==> src/rtl/pmx_regs.svh <==
// Constants of the pin function multiplexer.
// Assumes inclusion by bare name from the package and the top module.
`ifndef PMX_REGS_SVH
`define PMX_REGS_SVH
// ==========================================
// Pad count and select field
`define PMX_NPAD 21
`define PMX_SEL_W 3
`define PMX_SEL_PORT 3'h0
`define PMX_SEL_ALT1 3'h1
`define PMX_SEL_ALT2 3'h2
`define PMX_SEL_ALT3 3'h3
`define PMX_SEL_ALT4 3'h4
// ==========================================
// Reset selections
`define PMX_RST_SEL_PORT 3'h0
`define PMX_RST_SEL_TEST 3'h1
`define PMX_FIRST_TEST 18
// ==========================================
// Pad indices
`define PMX_PAD_F2 0
`define PMX_PAD_F3 1
`define PMX_PAD_F4 2
`define PMX_PAD_F5 3
`define PMX_PAD_C13 8
`define PMX_PAD_F1 9
`define PMX_PAD_C14 14
`define PMX_PAD_C15 15
`define PMX_PAD_F6 16
`define PMX_PAD_F7 17
`define PMX_PAD_TDO 18
`define PMX_PAD_TMS 19
`define PMX_PAD_TDI 20
`endif

==> src/rtl/pmx_pkg.sv <==
// Types of the pin function multiplexer.
// Assumes pmx_regs.svh on the include path.
package pmx_pkg;
`include "pmx_regs.svh"
  // Function select of one pad
  typedef logic [`PMX_SEL_W-1:0] pmx_sel_t;
  // State of one pad cell
  typedef struct packed {
    pmx_sel_t sel;
    logic pad_out;
    logic pad_oe;
  } pmx_cell_s;
  // State of the mux core
  typedef struct packed {
    logic tck_prev;
    logic tck_rise;
    logic tdo;
    logic tms;
    logic tdi;
    logic [`PMX_NPAD-1:0] gpio_in;
    logic [3:0] i2c_in;
    logic rxd;
    logic miso;
    logic mosi;
    logic ss_n;
    logic [3:0] cap_a;
    logic [3:0] cap_b;
    logic [3:0] cap_x;
    logic [3:0] fault;
    logic [5:0] xbar;
    logic [2:0] timer;
  } pmx_core_s;
endpackage

==> src/rtl/pmx_top.sv <==
// Pin function multiplexer for the upper pads of the controller.
// Assumes peripherals and the test access controller sit beside it,
// and that all pad inputs are synchronous to core_clk.
// Contract
// - Each port pad has its own direction
// - Reset leaves port pads in port use
// - Reset leaves test pads in test use
// - Test output driven only while shifting
// - Test output changes on falling test clock
// - Mode select sampled on rising, pulled up
// - Data input sampled on rising, pulled up
// - Master-in pad: input as master, output slave
// - Slave master-in line floats when unselected
// - Master-out pad: output as master, input slave
// - Slave select is a slave-only input
// - Transmit pad shares line in single-wire mode
// - PWM pads drive output or feed capture
// - Clock pad carries the selected source
// - Fault pads feed fault inputs four to seven
`timescale 1ns/1ps
module pmx_top
  import pmx_pkg::*;
(
  input wire logic core_clk,
  input wire logic rstn,
  input wire logic [`PMX_NPAD-1:0] pad_in,
  output logic [`PMX_NPAD-1:0] pad_out,
  output logic [`PMX_NPAD-1:0] pad_oe,
  output logic [`PMX_NPAD-1:0] pad_pull_up,
  input wire logic [`PMX_NPAD-1:0] sel_wr_en,
  input wire pmx_sel_t sel_wr_data,
  input wire logic [`PMX_NPAD-1:0] gpio_out,
  input wire logic [`PMX_NPAD-1:0] gpio_dir,
  output logic [`PMX_NPAD-1:0] gpio_in,
  input wire logic [3:0] i2c_drive_low,
  output logic [3:0] i2c_line_in,
  input wire logic serial1_transmit_line,
  input wire logic sci1_single_wire,
  input wire logic sci1_tx_drive,
  output logic serial1_receive_line,
  input wire logic spi1_master,
  input wire logic spi1_miso_out,
  input wire logic spi1_mosi_out,
  output logic spi1_miso_in,
  output logic spi1_mosi_in,
  output logic spi1_ss_n_in,
  input wire logic [3:0] pwm_a_out,
  input wire logic [3:0] pwm_b_out,
  input wire logic [3:0] pwm_x_out,
  input wire logic [3:0] pwm_a_cap_en,
  input wire logic [3:0] pwm_b_cap_en,
  input wire logic [3:0] pwm_x_cap_en,
  output logic [3:0] pwm_a_cap_in,
  output logic [3:0] pwm_b_cap_in,
  output logic [3:0] pwm_x_cap_in,
  output logic [7:4] pwm_fault_in,
  input wire logic [9:4] crossbar_out,
  output logic [7:2] crossbar_in,
  input wire logic [2:0] timer_out,
  input wire logic [2:0] timer_oe,
  output logic [2:0] timer_in,
  input wire logic external_watchdog_monitor_out,
  input wire logic cmp_c_out,
  input wire logic cmp_d_out,
  input wire logic [3:0] clk_src_in,
  input wire logic [1:0] clock_out_source_select,
  input wire logic jtag_tck,
  input wire logic tap_shift_state,
  input wire logic tap_tdo_data,
  output logic tap_tms,
  output logic tap_tdi,
  output logic tap_tck_rise
);
`include "pmx_regs.svh"
  // ==========================================
  // Reset release
  logic [1:0] rst_sync; // Two-stage release of rstn
  logic rst_n_sync; // Synchronised reset for the design
  // Release through two flops; assertion stays asynchronous
  always_ff @(posedge core_clk or negedge rstn) begin
    if (!rstn) begin
      rst_sync <= 2'h0;
    end else begin
      rst_sync <= {rst_sync[0], 1'b1};
    end
  end
  assign rst_n_sync = rst_sync[1];

  // ==========================================
  // Helpers
  // One-hot view of a select value
  function automatic logic [7:0] pmx_decode(input pmx_sel_t s);
    pmx_decode = 8'h01 << s;
  endfunction
  // Pad of a PWM sub-module line; b picks the B line
  function automatic int pmx_pwm_pad(input int s, input logic b);
    pmx_pwm_pad = (s < 2 ? 4 + 2 * s : 6 + 2 * s) + (b ? 0 : 1);
  endfunction

  // ==========================================
  // Pad cells
  pmx_sel_t pad_sel [`PMX_NPAD]; // Current select per pad
  logic [7:0] sel_hot [`PMX_NPAD]; // Decoded select per pad
  logic [7:0] alt_o [`PMX_NPAD]; // Alternate output per code
  logic [7:0] alt_e [`PMX_NPAD]; // Alternate enable per code
  genvar gp;
  generate
    for (gp = 0; gp < `PMX_NPAD; gp = gp + 1) begin : g_pad
      pmx_pad_cell #(
        .RESET_SEL(gp >= `PMX_FIRST_TEST ? `PMX_RST_SEL_TEST : `PMX_RST_SEL_PORT)
      ) u_cell (
        .core_clk(core_clk),
        .rst_n_sync(rst_n_sync),
        .sel_wr_en(sel_wr_en[gp]),
        .sel_wr_data(sel_wr_data),
        .gpio_out(gpio_out[gp]),
        .gpio_dir(gpio_dir[gp]),
        .alt_out(alt_o[gp]),
        .alt_oe(alt_e[gp]),
        .sel(pad_sel[gp]),
        .pad_out(pad_out[gp]),
        .pad_oe(pad_oe[gp])
      );
      assign sel_hot[gp] = pmx_decode(pad_sel[gp]);
    end
  endgenerate

  // ==========================================
  // Core state
  localparam pmx_core_s CORE_RST = '{tms: 1'b1, tdi: 1'b1, i2c_in: 4'hF, rxd: 1'b1,
                                      ss_n: 1'b1, default: '0};
  pmx_core_s r; // Registered core state
  pmx_core_s next_r; // Next core state
  logic ss_selected; // External master addresses us
  logic tck_fall; // Test clock falling this cycle
  logic tck_rise; // Test clock rising this cycle
  // Slave select counts only when its pad carries it
  assign ss_selected = sel_hot[`PMX_PAD_F7][3] && !pad_in[`PMX_PAD_F7];
  assign tck_rise = jtag_tck && !r.tck_prev;
  assign tck_fall = !jtag_tck && r.tck_prev;

  // Outward alternate functions per pad and code
  always_comb begin
    for (int p = 0; p < `PMX_NPAD; p++) begin
      alt_o[p] = 8'h00;
      alt_e[p] = 8'h00;
    end
    // Open-drain I2C: pull low only, never drive high
    alt_e[`PMX_PAD_F2][1] = i2c_drive_low[3];
    alt_e[`PMX_PAD_F3][1] = i2c_drive_low[2];
    alt_e[`PMX_PAD_C15][1] = i2c_drive_low[1];
    alt_e[`PMX_PAD_C14][1] = i2c_drive_low[0];
    // Crossbar outputs
    alt_o[`PMX_PAD_F2][2] = crossbar_out[6];
    alt_o[`PMX_PAD_F3][2] = crossbar_out[7];
    alt_o[`PMX_PAD_F4][2] = crossbar_out[8];
    alt_o[`PMX_PAD_F5][2] = crossbar_out[9];
    alt_o[`PMX_PAD_C14][2] = crossbar_out[4];
    alt_o[`PMX_PAD_C15][2] = crossbar_out[5];
    alt_e[`PMX_PAD_F2][2] = 1'b1;
    alt_e[`PMX_PAD_F3][2] = 1'b1;
    alt_e[`PMX_PAD_F4][2] = 1'b1;
    alt_e[`PMX_PAD_F5][2] = 1'b1;
    alt_e[`PMX_PAD_C14][2] = 1'b1;
    alt_e[`PMX_PAD_C15][2] = 1'b1;
    // Master-in: input as master, driven as selected slave
    alt_o[`PMX_PAD_F2][3] = spi1_miso_out;
    alt_e[`PMX_PAD_F2][3] = !spi1_master && ss_selected;
    // Master-out: output as master, input as slave
    alt_o[`PMX_PAD_F3][3] = spi1_mosi_out;
    alt_e[`PMX_PAD_F3][3] = spi1_master;
    // Transmit: always out, or shared line in single-wire
    alt_o[`PMX_PAD_F4][1] = serial1_transmit_line;
    alt_e[`PMX_PAD_F4][1] = sci1_single_wire ? sci1_tx_drive : 1'b1;
    // X lines of PWM; capture turns the pad round
    alt_o[`PMX_PAD_F4][3] = pwm_x_out[0];
    alt_e[`PMX_PAD_F4][3] = !pwm_x_cap_en[0];
    alt_o[`PMX_PAD_F5][3] = pwm_x_out[1];
    alt_e[`PMX_PAD_F5][3] = !pwm_x_cap_en[1];
    alt_o[`PMX_PAD_F6][2] = pwm_x_out[3];
    alt_e[`PMX_PAD_F6][2] = !pwm_x_cap_en[3];
    // A and B lines of every sub-module
    for (int s = 0; s < 4; s++) begin
      alt_o[pmx_pwm_pad(s, 1'b1)][1] = pwm_b_out[s];
      alt_e[pmx_pwm_pad(s, 1'b1)][1] = !pwm_b_cap_en[s];
      alt_o[pmx_pwm_pad(s, 1'b0)][1] = pwm_a_out[s];
      alt_e[pmx_pwm_pad(s, 1'b0)][1] = !pwm_a_cap_en[s];
    end
    // Timer channels and other on-chip outputs
    alt_o[`PMX_PAD_C13][1] = timer_out[0];
    alt_e[`PMX_PAD_C13][1] = timer_oe[0];
    alt_o[`PMX_PAD_F6][1] = timer_out[1];
    alt_e[`PMX_PAD_F6][1] = timer_oe[1];
    alt_o[`PMX_PAD_F7][1] = timer_out[2];
    alt_e[`PMX_PAD_F7][1] = timer_oe[2];
    alt_o[`PMX_PAD_C13][3] = external_watchdog_monitor_out;
    alt_e[`PMX_PAD_C13][3] = 1'b1;
    alt_o[`PMX_PAD_F1][3] = cmp_d_out;
    alt_e[`PMX_PAD_F1][3] = 1'b1;
    alt_o[`PMX_PAD_F7][2] = cmp_c_out;
    alt_e[`PMX_PAD_F7][2] = 1'b1;
    // Buffered clock from the chosen source
    alt_o[`PMX_PAD_F1][1] = clk_src_in[clock_out_source_select];
    alt_e[`PMX_PAD_F1][1] = 1'b1;
    // Test output floats outside the shift states
    alt_o[`PMX_PAD_TDO][1] = r.tdo;
    alt_e[`PMX_PAD_TDO][1] = tap_shift_state;
  end

  // Inward routing and test clock sampling
  always_comb begin
    next_r = r;
    next_r.tck_prev = jtag_tck;
    next_r.tck_rise = tck_rise;
    next_r.gpio_in = pad_in;
    // Test output moves only on a falling test clock
    if (tck_fall) begin
      next_r.tdo = tap_tdo_data;
    end
    // Rising test clock samples mode select and data
    if (tck_rise) begin
      next_r.tms = sel_hot[`PMX_PAD_TMS][1] ? pad_in[`PMX_PAD_TMS] : 1'b1;
      next_r.tdi = sel_hot[`PMX_PAD_TDI][1] ? pad_in[`PMX_PAD_TDI] : 1'b1;
    end
    // Idle-high lines read high when not routed
    next_r.i2c_in[3] = sel_hot[`PMX_PAD_F2][1] ? pad_in[`PMX_PAD_F2] : 1'b1;
    next_r.i2c_in[2] = sel_hot[`PMX_PAD_F3][1] ? pad_in[`PMX_PAD_F3] : 1'b1;
    next_r.i2c_in[1] = sel_hot[`PMX_PAD_C15][1] ? pad_in[`PMX_PAD_C15] : 1'b1;
    next_r.i2c_in[0] = sel_hot[`PMX_PAD_C14][1] ? pad_in[`PMX_PAD_C14] : 1'b1;
    // Single-wire receive listens on the transmit pad
    if (sci1_single_wire) begin
      next_r.rxd = sel_hot[`PMX_PAD_F4][1] ? pad_in[`PMX_PAD_F4] : 1'b1;
    end else begin
      next_r.rxd = sel_hot[`PMX_PAD_F5][1] ? pad_in[`PMX_PAD_F5] : 1'b1;
    end
    // SPI inputs by role
    next_r.miso = sel_hot[`PMX_PAD_F2][3] && spi1_master && pad_in[`PMX_PAD_F2];
    next_r.mosi = sel_hot[`PMX_PAD_F3][3] && !spi1_master && pad_in[`PMX_PAD_F3];
    next_r.ss_n = spi1_master || !ss_selected;
    // Capture inputs
    for (int s = 0; s < 4; s++) begin
      next_r.cap_b[s] = sel_hot[pmx_pwm_pad(s, 1'b1)][1] && pad_in[pmx_pwm_pad(s, 1'b1)];
      next_r.cap_a[s] = sel_hot[pmx_pwm_pad(s, 1'b0)][1] && pad_in[pmx_pwm_pad(s, 1'b0)];
    end
    next_r.cap_x[0] = sel_hot[`PMX_PAD_F4][3] && pad_in[`PMX_PAD_F4];
    next_r.cap_x[1] = sel_hot[`PMX_PAD_F5][3] && pad_in[`PMX_PAD_F5];
    next_r.cap_x[2] = 1'b0; // Sub-module 2 has no X pad here
    next_r.cap_x[3] = sel_hot[`PMX_PAD_F6][2] && pad_in[`PMX_PAD_F6];
    // Fault levels, inactive low when unrouted
    next_r.fault[0] = sel_hot[`PMX_PAD_C14][3] && pad_in[`PMX_PAD_C14];
    next_r.fault[1] = sel_hot[`PMX_PAD_C15][3] && pad_in[`PMX_PAD_C15];
    next_r.fault[2] = sel_hot[`PMX_PAD_F4][4] && pad_in[`PMX_PAD_F4];
    next_r.fault[3] = sel_hot[`PMX_PAD_F5][4] && pad_in[`PMX_PAD_F5];
    // Crossbar inputs; two pads may share one input, so OR them
    next_r.xbar[0] = (sel_hot[10][2] && pad_in[10]) || (sel_hot[`PMX_PAD_F6][3] && pad_in[`PMX_PAD_F6]);
    next_r.xbar[1] = (sel_hot[11][2] && pad_in[11]) || (sel_hot[`PMX_PAD_F7][4] && pad_in[`PMX_PAD_F7]);
    next_r.xbar[2] = sel_hot[12][2] && pad_in[12];
    next_r.xbar[3] = sel_hot[13][2] && pad_in[13];
    next_r.xbar[4] = sel_hot[`PMX_PAD_C13][2] && pad_in[`PMX_PAD_C13];
    next_r.xbar[5] = sel_hot[`PMX_PAD_F1][2] && pad_in[`PMX_PAD_F1];
    // Timer channel inputs
    next_r.timer[0] = sel_hot[`PMX_PAD_C13][1] && pad_in[`PMX_PAD_C13];
    next_r.timer[1] = sel_hot[`PMX_PAD_F6][1] && pad_in[`PMX_PAD_F6];
    next_r.timer[2] = sel_hot[`PMX_PAD_F7][1] && pad_in[`PMX_PAD_F7];
  end

  // Core register
  always_ff @(posedge core_clk or negedge rst_n_sync) begin
    if (!rst_n_sync) begin
      r <= CORE_RST;
    end else begin
      r <= next_r;
    end
  end

  // ==========================================
  // Outputs
  // Pull-ups on the test inputs while in test use
  always_comb begin
    pad_pull_up = '0;
    pad_pull_up[`PMX_PAD_TMS] = sel_hot[`PMX_PAD_TMS][1];
    pad_pull_up[`PMX_PAD_TDI] = sel_hot[`PMX_PAD_TDI][1];
  end
  assign gpio_in = r.gpio_in;
  assign i2c_line_in = r.i2c_in;
  assign serial1_receive_line = r.rxd;
  assign spi1_miso_in = r.miso;
  assign spi1_mosi_in = r.mosi;
  assign spi1_ss_n_in = r.ss_n;
  assign pwm_a_cap_in = r.cap_a;
  assign pwm_b_cap_in = r.cap_b;
  assign pwm_x_cap_in = r.cap_x;
  assign pwm_fault_in = r.fault;
  assign crossbar_in = r.xbar;
  assign timer_in = r.timer;
  assign tap_tms = r.tms;
  assign tap_tdi = r.tdi;
  assign tap_tck_rise = r.tck_rise;
endmodule

==> src/rtl/pmx_pad_cell.sv <==
// One pad cell: its select register and the final output mux.
// Assumes a clock and a synchronised active-low reset from the top.
`timescale 1ns/1ps
module pmx_pad_cell
  import pmx_pkg::*;
#(
  parameter pmx_sel_t RESET_SEL = `PMX_RST_SEL_PORT
) (
  input wire logic core_clk,
  input wire logic rst_n_sync,
  input wire logic sel_wr_en,
  input wire pmx_sel_t sel_wr_data,
  input wire logic gpio_out,
  input wire logic gpio_dir,
  input wire logic [7:0] alt_out,
  input wire logic [7:0] alt_oe,
  output pmx_sel_t sel,
  output logic pad_out,
  output logic pad_oe
);
  // ==========================================
  // State
  pmx_cell_s r; // Registered cell state
  pmx_cell_s next_r; // Next cell state

  // Select update and pad mux
  always_comb begin
    next_r = r;
    if (sel_wr_en) begin // Software selects a function
      next_r.sel = sel_wr_data;
    end
    if (r.sel == `PMX_SEL_PORT) begin // Plain port, own direction
      next_r.pad_out = gpio_out;
      next_r.pad_oe = gpio_dir;
    end else begin // Alternate function owns the pad
      next_r.pad_out = alt_out[r.sel];
      next_r.pad_oe = alt_oe[r.sel];
    end
  end

  // Register; the reset select picks port or test use
  always_ff @(posedge core_clk or negedge rst_n_sync) begin
    if (!rst_n_sync) begin
      r <= '{sel: RESET_SEL, pad_out: 1'b0, pad_oe: 1'b0};
    end else begin
      r <= next_r;
    end
  end

  assign sel = r.sel;
  assign pad_out = r.pad_out;
  assign pad_oe = r.pad_oe;
endmodule

==> config.mk <==
export PLATFORM = sky130hd
export DESIGN_NAME = pmx_top
export DESIGN_NICKNAME = d
export VERILOG_FILES = /design/src/rtl/pmx_pkg.sv /design/src/rtl/pmx_top.sv /design/src/rtl/pmx_pad_cell.sv
export VERILOG_INCLUDE_DIRS = /design/src /design/src/rtl
export SDC_FILE = /design/constraint.sdc
export NUM_CORES = 1
export LEC_CHECK = 0
export BUFFER_PORTS_ARGS = -buffer_cell sky130_fd_sc_hd__buf_2
export CAP_MARGIN = 40
export CORE_AREA = 2 2 85 168
export CTS_CLUSTER_DIAMETER = 50
export DETAILED_ROUTE_END_ITERATION = 12
export DIE_AREA = 0 0 87 170
export GPL_TIMING_DRIVEN = 0
export HOLD_SLACK_MARGIN = 0.06
export PLACE_DENSITY = 0.94
export SKIP_CTS_REPAIR_TIMING = 1
export SLEW_MARGIN = 20
export SYNTH_ARGS = -nofsm -noshare
export SYNTH_HDL_FRONTEND = slang
export SYNTH_SLANG_ARGS = --single-unit
==> constraint.sdc <==
create_clock -name core_clk -period 7.3 [get_ports core_clk]
set_clock_uncertainty 0.1 [all_clocks]
set_input_delay 1.095 -clock core_clk [delete_from_list [all_inputs] [get_ports core_clk]]
set_output_delay 1.095 -clock core_clk [all_outputs]
set_load 0.1 [all_outputs]
==> results of run 1 <==
==> where the power goes <==
| group | internal [mW] | total, mW | switching, mW |
|---|---|---|---|
| clock | 0.456 | 0.835 | 0.379 |
| sequential | 0.990 | 1.05 | 0.0591 |
| combinational | 0.177 | 0.609 | 0.432 |
| total | 1.62 | 2.49 | 0.869 |
==> final timing paths <==
check	start	endpoint	slack [ns]	cells after the start
worst max-delay path	g_pad[20].u_cell.sel[0]$_DFFE_PN1P_	pad_pull_up[20]	4.38	2
worst min-delay path	rst_sync[0]$_DFF_PN0_	rst_sync[1]$_DFF_PN0_	0.25	0
worst max register to register	g_pad[2].u_cell.sel[1]$_DFFE_PN0P_	g_pad[2].u_cell.pad_out$_DFF_PN0_	5.97	2
worst min register to register	rst_sync[0]$_DFF_PN0_	rst_sync[1]$_DFF_PN0_	0.25	0
max in group asynchronous	rst_sync[1]$_DFF_PN0_	i2c_line_in[2]$_DFF_PN1_	6.23	2
min in group asynchronous	rst_sync[1]$_DFF_PN0_	g_pad[13].u_cell.pad_out$_DFF_PN0_	0.26	1
==> logic make-up after synthesis <==
| group | synth area share, % |
|---|---|
| flip-flops | 59.4 |
| AO/OA/AOI/OAI | 2.57 |
| multiplexers | 14.8 |
| AND/OR/NAND/NOR | 10.3 |
| buffers and inverters | 12.9 |
| other | 0.108 |
==> layout by cell type (no fill, tap or decap), types with 6 or more instances in the layout <==
cell type,Yosys,layout
inv_6,0,6
buf_4,111,111
nor4bb_1,9,9
clkbuf_16,0,17
inv_1,10,10
nor2_1,27,27
nand2_1,18,18
mux2i_1,24,24
mux2_2,68,68
buf_2,0,244
nor3_1,30,30
clkbuf_1,6,7
dfrtp_1,154,153
dfstp_2,11,11
conb_1,2,21
==> registers in the layout (all words and copies together) (netlist names), 2 cells and up <==
register,count
crossbar_in,6
i2c_line_in,4
pwm_b_cap_in,4
gpio_in,21
pwm_x_cap_in,3
rst_sync,2
pwm_fault_in,4
g_pad.u_cell.pad_out,21
g_pad.u_cell.sel,63
pwm_a_cap_in,4
timer_in,3
g_pad.u_cell.pad_oe,21
==> cell type report <==
type,count,area share [%]
antenna,1,0.0275
multi-input combinational,263,22.0
tap,155,2.13
timing repair buffer,247,14.3
clock inverter,13,1.22
inverter,10,0.413
clock buffer,19,4.87
sequential,165,45.6
buffer,118,9.47
==> worst max-delay path, stage by stage, from the launching register on <==
cell	delay (ns)
dfstp_2	0.54
nor3b_1	0.28
buf_2	0.49
==> metal layers <==
layer | track usage, % | up-vias | wire length [µm]
met4 | 8.90 | 2 | 482
met3 | 5.09 | 31 | 998
met2 | 40.7 | 192 | 9120
met1 | 22.0 | 2354 | 5220
met5 | 0 | - | 13
li1 | - | 2296 | -
==> through the flow <==
stage               util [%]  hold slack, ns  power [mW]  worst slack, ns
floorplan                  -           0.231        1.55             2.28
global placement        62.9           0.234        1.66            0.814
detailed placement      63.5           0.235        1.68             4.78
CTS                     67.7           0.254        2.52             4.33
global route            67.7           0.274        2.59             4.30
finish                  67.7           0.250        2.49             4.38
==> results by group, run 1 <==
Outcome
  • Outcome: complete, no violations

Synth
  • Top-area cell type share of the netlist area: between 50% and 60%
  • Avg Cell Area, Syn: 13.0 µm²
  • Synthesis Warnings: 0
  • Area leader, netlist: dfrtp_1
  • Post-Syn Area: about 7000 µm²
  • Synth Register Bits: 165
  • Synth unique cells: 47
  • Count leader, synth: dfrtp_1
  • Synth Instances: between 500 and 600
  • Post-synth EDFFs: 0
  • Register area share after synthesis: 59.4%
  • Synth area leaders: dfrtp_1, buf_4, mux2_2
  • Synth top cells by count: dfrtp_1, buf_4, mux2_2, nor3_1, nor2_1
  • Fraction of registers with async set/reset: 100%
  • Ys flop type: dfrtp_1

Detailed routing
  • WL per Instance: around 16 µm
  • First-pass DRT Iterations: 4
  • DR iter-0 viols: 146
  • WL final: roughly 16000 µm
  • # DRC: 0
  • Vias: 4875
  • Antenna Violating Nets Remaining: 0
  • Routed vias/inst: about 4.9

Placement
  • Placed cell count: about 960
  • DP Area: approximately 8500 µm²
  • Port Buffers: 244
  • DP Wirelength: 12300 µm
  • RD Place Congestion: roughly 0.82

Timing
  • RSZ-0062 raised after global routing: false
  • Setup-failing EPs final: 0
  • Slew Limit Headroom: between 50% and 60%
  • Slew of the pin with the lowest slew margin: approximately 0.70 ns
  • Post-route minimum period: around 2.9 ns
  • Fin. Hold Viols: 0
  • Fmax: around 340 MHz
  • Slew Viols, Final: 0
  • Setup_tns: 0 ns
  • Final period util: approximately two fifths

Critical path
  • WP data required: a little over 6 ns
  • Worst Setup End Kind: output pin
  • Startpoint types: flip-flop
  • Critical path arrival: between 1.5 and 2 ns
  • Worst setup path class: reg -> out
  • Max FO, Critical Path: 3

Floorplan
  • Core Region: roughly 13000 µm²
  • Die height: between 150 and 200 µm
  • Starting density of the core: around half
  • Die width: a little under 90 µm
  • Die area: 14800 µm²
  • Row cnt: 60
  • Boundary Pins: 267

Layout
  • Filler cells: about 1000
  • Area grow syn2layout: 30.4%
  • Register area: 4150 µm²
  • Area of the multi-input gates: 2000 µm²
  • Layout cell share with drive strength beyond 1: 57.0%
  • Final Instance Count excl. Fillers: around 990
  • Post-Layout Inst Area: around 9100 µm²
  • Final #Nets: ~970

Min path
  • HP Class: reg -> reg

Global route
  • Antenna violations before repair: 3
  • Largest net degree at the start of global routing: 61
  • Grt total ovfl: 0
  • First-pass GRT wire length: between 20000 and 25000 µm
  • Total GRT Usage: a little over a fifth
  • Vias in the first global route: approximately 5000

Power and ir drop
  • Pleak: 4.80 nW
  • Peak supply drop: roughly 0.00021 V
  • Power Density: between 200 and 300 nW/µm²

Clock network
  • CTS tree: done
  • Skew-Pair Late Insertion Delay: 0.41 ns
  • H-Tree Depth: 4
  • Reg clk slew, reported paths: roughly 0.070 ns
  • TritonCTS buffer count: 17
  • Sink Count: about 170
  • Clock root cell: clkbuf_16
  • Bufs on Longest Clock Path: 2

Flow run
  • Max Cap Violations: 0
Power figures use the tool's default switching activity.
==> run 2: changes to the inputs <==
- ABC_AREA: default -> 1
- CORE_AREA: 2 2 85 168 -> 2 2 88 175
- DIE_AREA: 0 0 87 170 -> 0 0 90 177
- PLACE_DENSITY: 0.94 -> 0.88
- clock period: 7.3 -> 2.9 ns (I/O delays scaled with it)
==> run 2 against run 1 <==
  * Combinational power grew to 2.7 times the previous value
  * Critical path depth up 1
  * Routed wire length is 7.8% higher
  * Die area rose by 7.7%
  * Sequential share of layout area decreased by 1.6 points
  * Worst setup slack worse by 3.6 ns
  * Worst hold slack lost 0.16 ns
  * Critical path type unchanged
  * Critical endpoint is now pad_pull_up[19]
  * Largest cell class unchanged
  * Largest power group unchanged
==> results by group, run 2 <==
Synth
  • Synth Register Bits: 165
  • Synth unique cells: 25
  • Synth area leaders: dfrtp_1, buf_4, inv_1
  • Area leader, netlist: dfrtp_1
  • Ys flop type: dfrtp_1
  • Top-area cell type share of the netlist area: a little under three fifths
  • Synth top cells by count: dfrtp_1, inv_1, buf_4, nand2_1, o21ai_0
  • Count leader, synth: dfrtp_1
  • Register area share after synthesis: about three fifths
  • Post-Syn Area: about 7000 µm²
  • Post-synth EDFFs: 0
  • Synthesis Warnings: 0
  • Synth Instances: 725
  • Fraction of registers with async set/reset: 100%
  • Avg Cell Area, Syn: 9.66 µm²

Critical path
  • Slowest CP cell: dfstp_2
  • RR Startpoint: rst_sync[1]$_DFF_PN0_
  • Worst r2r dst: i2c_line_in[2]$_DFF_PN1_
  • R2r worst-path depth: 1
  • Startpoint types: flip-flop
  • Max FO, Critical Path: 3
  • Critical path arrival: roughly 1.6 ns
  • WP data required: around 2.4 ns
  • R2R setup slack: 1.64 ns
  • Worst Setup End Kind: output pin
  • Worst setup path class: reg -> out
  • CP max stage delay: ~0.5 ns
  • Critical path, cell by cell: inv_1 > nor3_2 > buf_2

Timing
  • Fin. Hold Viols: 0
  • Final worst slack: about 0.75 ns
  • Slew Limit Headroom: between 50% and 60%
  • RSZ-0062 raised after global routing: false
  • Slew of the pin with the lowest slew margin: about 0.70 ns
  • Setup_tns: 0 ns
  • Hold WS: between 0.09 and 0.1 ns
  • Fmax: about 460 MHz
  • Final period util: 74.2%
  • Slew Viols, Final: 0
  • Post-route minimum period: between 2 and 2.5 ns
  • Setup-failing EPs final: 0

Layout
  • Area grow syn2layout: 34.6%
  • Final Instance Count excl. Fillers: ~1200
  • Max FFs per register: 63
  • Final #Nets: ~1200
  • Layout cell share with drive strength beyond 1: 40.1%
  • Final Util: roughly 64%
  • Most common cell after layout, fill and taps aside: buf_2
  • Most frequent cells in the layout: buf_2, dfrtp_1, inv_1

Detailed routing
  • WL final: 17100 µm
  • Vias: roughly 5800
  • Antenna Violating Nets Remaining: 0
  • Routed vias/inst: roughly 4.7
  • WL per Instance: ~14 µm
  • First-pass DRT Iterations: 5
  • # DRC: 0
  • DR iter-0 viols: between 150 and 200

Clock network
  • Sink Count: 165
  • Skew-Pair Late Insertion Delay: roughly 0.42 ns
  • TritonCTS buffer count: 17
  • CTS tree: done
  • Reg clk slew, reported paths: 0.06 ns
  • H-Tree Depth: 4
  • Clock root cell: clkbuf_16
  • Bufs on Longest Clock Path: 2

Placement
  • Pre-CTS WS: 1.17 ns
  • DP Wirelength: 12600 µm
  • RD Place Congestion: ~0.87
  • Port Buffers: between 200 and 250
  • Placed cell count: roughly 1200

Floorplan
  • Core Region: 14700 µm²
  • Die width: ~90 µm
  • Row cnt: between 60 and 70
  • Boundary Pins: ~270
  • Die height: ~180 µm
  • Die area: between 15000 and 20000 µm²
  • Starting density of the core: 47.8%

Global route
  • Largest net degree at the start of global routing: 60
  • Total GRT Usage: approximately a fifth
  • Grt total ovfl: 0
  • GR peak layer: met2
  • Met2 Usage GRT: 37.2%
  • Antenna violations before repair: 1
  • Vias in the first global route: about 5800
  • First-pass GRT wire length: 26500 µm
  • GRT met1 Usage: a little under a quarter
  • Met3 GRT Util: ~5.7%

Min path
  • Hold depth: 1
  • HP Start: pad_in[11]
  • HP Class: in -> reg
  • Hold Path End: gpio_in[11]$_DFF_PN0_

Outcome
  • Outcome: complete, no violations

Flow run
  • Max Cap Violations: 0

Power and ir drop
  • Pleak: roughly 5.3 nW
  • Power Density: about 700 nW/µm²
  • Peak supply drop: 0.000426 V
## run 2: cell count changes after synthesis, sizes merged, moves of 7 or more
cell,change
mux2i,-24
nor3,-21
nor2,+11
nor4bb,-9
o21ai,+75
mux2,-64
inv,+105
nand3,+47
nor4,+9
o22ai,+14
nand2,+83
clkbuf,-7
## run 2: metrics by stage
stage	power [mW]	cell area, µm²
2_1_floorplan	3.92	7080
3_3_place_gp	4.20	8540
3_5_place_dp	4.25	8600
4_1_cts	6.52	9200
5_1_grt	6.74	9420
6_report	6.50	9420
## run 2: how the worst max path moves through the flow
stage                                   startpoint                               end  slack, ns  depth (start not counted)
2_1_floorplan                rst_sync[1]$_DFF_PN0_             alt_o[17]$_DFFE_PN0P_       0.08                          0
3_3_place_gp                 rst_sync[1]$_DFF_PN0_  g_pad[6].u_cell.pad_oe$_DFF_PN0_      -0.76                          0
3_5_place_dp   g_pad[20].u_cell.sel[0]$_DFFE_PN1P_                   pad_pull_up[20]       1.17                          3
4_1_cts        g_pad[20].u_cell.sel[0]$_DFFE_PN1P_                   pad_pull_up[20]       0.71                          3
5_1_grt        g_pad[20].u_cell.sel[0]$_DFFE_PN1P_                   pad_pull_up[20]       0.69                          3
6_report       g_pad[19].u_cell.sel[0]$_DFFE_PN1P_                   pad_pull_up[19]       0.75                          3
## run 2: final cells by class
type | instances | area [µm²]
well taps | 195 | 244
fillers | 1168 | 5240
diodes | 1 | 2.50
repair buffers | 268 | 1500
inverters | 115 | 432
flip-flops and latches | 165 | 4150
plain buffers | 117 | 863
clock inverters | 13 | 146
multi-input cells | 347 | 1640
clock buffers | 19 | 453
## run 2: power breakdown
| group | switching, mW | internal, mW |
|---|---|---|
| logic | 1.25 | 0.400 |
| registers | 0.105 | 2.49 |
| clock network | 0.940 | 1.32 |
| total | 2.29 | 4.21 |
## run 2: worst max-delay path: cells and delay by family (launching register included)
| family | cells | cell delay, ns |
|---|---|---|
| buf+inv | 2 | 0.53 |
| flops | 1 | 0.51 |
| simple gates | 1 | 0.16 |
## run 2: kinds of logic (layout without fill, tap and decap cells)
logic type             after synthesis  in the layout  share of synthesized area, %
AND/OR/NAND/NOR                    213            213                          13.2
other                                2             22                         0.107
AO/OA/AOI/OAI                      109            109                          8.35
flip-flops                         165            165                          59.2
multiplexers                         4              4                         0.643
buffers and inverters              232            532                          18.5
## run 2: metal layers
layer	wire length [µm]	vias to the layer above
met5	0	-
met4	398	0
met3	1340	33
met2	8890	257
met1	6450	2744
li1	-	2789
==> run 3: changes to the inputs <==
- clock period: 2.9 -> 2 ns (I/O delays scaled with it)
==> run 3 against run 2 <==
  * Non-clock buffer count grew 79
  * Clock power grew 40%
  * Final cell count grew 6.4%
  * Critical path depth is the same
==> results by group, run 3 (synthesized netlist as in run 2, its figures left out) <==
Layout
  • Layout cell share with drive strength beyond 1: a little under two fifths
  • Area grow syn2layout: 45.8%
  • Register area: around 4100 µm²
  • Area of the multi-input gates: around 1600 µm²
  • Final Instance Count excl. Fillers: approximately 1300
  • Final #Nets: about 1300
  • Filler cells: 1014
  • Most common cell after layout, fill and taps aside: buf_2
  • Max FFs per register: 63
  • Most frequent cells in the layout: buf_2, dfrtp_1, inv_1

Detailed routing
  • First-pass DRT Iterations: 5
  • Routed vias/inst: 4.76
  • WL per Instance: between 15 and 20 µm
  • WL final: ~20000 µm
  • DR iter-0 viols: 319
  • Antenna Violating Nets Remaining: 0
  • Met3 wire length: ~1400 µm
  • # DRC: 0
  • Routed wl met2: around 11000 µm
  • Top sig layer: met4
  • Met1 Routed Length: about 7300 µm
  • Vias: between 6000 and 7000

Power and ir drop
  • Logic pwr share: between 20% and 30%
  • Pleak: between 5 and 6 nW
  • Peak supply drop: about 0.00063 V
  • Switch Pwr: approximately 3.4 mW
  • Flop pwr share: between 30% and 40%
  • Clk network pwr share: 33.2%
  • Design Power: ~9.5 mW
  • P_int: roughly 6 mW
  • Power Density: a little over 900 nW/µm²
  • Switch share: between 30% and 40%

Placement
  • DP Wirelength: ~13000 µm
  • Placed cell count: 1186
  • Pre-CTS WS: 0.381 ns
  • RD Place Congestion: 0.901
  • Port Buffers: ~240

Floorplan
  • Row cnt: 63
  • Die width: about 90 µm
  • Starting density of the core: 47.8%
  • Die area: between 15000 and 20000 µm²
  • Core Region: approximately 15000 µm²
  • Boundary Pins: roughly 270
  • Die height: 177 µm

Min path
  • HP Class: in -> reg

Critical path
  • CP max stage delay: approximately 0.53 ns
  • WP data required: between 1.5 and 2 ns
  • R2r worst-path depth: 4
  • Crit path launch: g_pad[20].u_cell.sel[0]$_DFFE_PN1P_
  • WP buf/inv: 2
  • Worst Setup End Kind: output pin
  • Worst setup path class: reg -> out
  • Last element of the critical path: pad_pull_up[20]
  • Slowest CP cell: dfstp_2
  • Instance count on the critical path: 3
  • Critical path, cell by cell: nand3_1 > inv_1 > clkbuf_4
  • R2R setup slack: between 0.3 and 0.4 ns
  • RR Startpoint: g_pad[8].u_cell.sel[1]$_DFFE_PN0P_
  • Startpoint types: flip-flop
  • Critical path's top delay family: flip-flops
  • Critical path arrival: 1.46 ns
  • Max FO, Critical Path: 2
  • Worst r2r dst: g_pad[8].u_cell.pad_oe$_DFF_PN0_

Global route
  • Antenna violations before repair: 1
  • Largest net degree at the start of global routing: 48
  • Vias in the first global route: 5780
  • First-pass GRT wire length: about 27000 µm
  • Grt total ovfl: 0
  • Total GRT Usage: a little over a fifth

Clock network
  • H-Tree Depth: 4
  • Bufs on Longest Clock Path: 2
  • CTS tree: done
  • TritonCTS buffer count: 17
  • Sink Count: roughly 170
  • Clock root cell: clkbuf_16
  • Reg clk slew, reported paths: ~0.070 ns
  • Skew-Pair Late Insertion Delay: about 0.42 ns

Timing
  • Final worst slack: roughly 0.14 ns
  • Final period util: 92.9%
  • Setup-failing EPs final: 0
  • RSZ-0062 raised after global routing: false
  • Fin. Hold Viols: 0
  • Slew Limit Headroom: 65.6%
  • Post-route minimum period: 1.86 ns
  • Slew Viols, Final: 0
  • Fmax: 538 MHz
  • Slew of the pin with the lowest slew margin: 0.520 ns

Flow run
  • Max Cap Violations: 0

Outcome
  • Outcome: complete, no violations
==> run 3: changes by cell type in the layout (fill, tap and decap cells not counted), sizes merged <==
cell	previous run	this run
bufinv	2	1
clkinvlp	5	1
dlygate4sd3	22	100
clkinv	3	8
clkbuf	19	20
==> run 3: worst min-delay path: stages <==
cell and delay [ns]:
buf_2 0.09, nand3_1 0.07, nand2_1 0.07
==> run 3: cell type report <==
cell class,instances,area share [%]
tap,195,2.39
multi-input combinational,347,16.1
clock inverter,13,1.23
sequential,165,40.6
antenna,1,0.0245
clock buffer,19,4.44
inverter,115,4.23
timing repair buffer,347,22.5
buffer,117,8.45
==> run 3: power groups by stage <==
stage | Combinational [mW] | Sequential, mW | Clock, mW
final | 2.60 | 3.76 | 3.17
after global routing | 2.73 | 3.79 | 3.37
after CTS | 2.37 | 3.76 | 3.22
after detailed placement | 2.36 | 3.81 | 0
after global placement | 2.25 | 3.85 | 0
after floorplan | 1.83 | 3.86 | 0
==> run 3: metrics by stage <==
step / hold WS [ns] / cell area, µm² / util [%] / setup TNS [ns]
finish: 0.0543 / 10200 / 69.6 / 0
global route: 0.0599 / 10200 / 69.6 / 0
CTS: -0.462 / 9200 / 62.7 / -0.0879
detailed placement: -0.00830 / 8620 / 58.8 / 0
global placement: -0.0118 / 8550 / 58.3 / -43.32
floorplan: -0.0956 / 7090 / - / 0
==> run 3: routing by layer <==
layer | GRT usage [%] | up-vias
met4 | 9.81 | 0
li1 | - | 2942
met3 | 6.81 | 46
met1 | 23.3 | 2962
met5 | 0 | -
met2 | 37.4 | 334
==> run 3: how the worst min path moves through the flow <==
stage	startpoint	end	slack, ns	cells after the start
4_1_cts	rstn	rst_sync[0]$_DFF_PN0_	-0.46	1
3_5_place_dp	rstn	rst_sync[0]$_DFF_PN0_	-0.008	1
5_1_grt	gpio_out[8]	g_pad[8].u_cell.pad_out$_DFF_PN0_	0.06	3
6_report	gpio_dir[3]	g_pad[3].u_cell.pad_oe$_DFF_PN0_	0.05	3
2_1_floorplan	rstn	rst_sync[0]$_DFF_PN0_	-0.1	0
3_3_place_gp	rstn	rst_sync[0]$_DFF_PN0_	-0.01	1
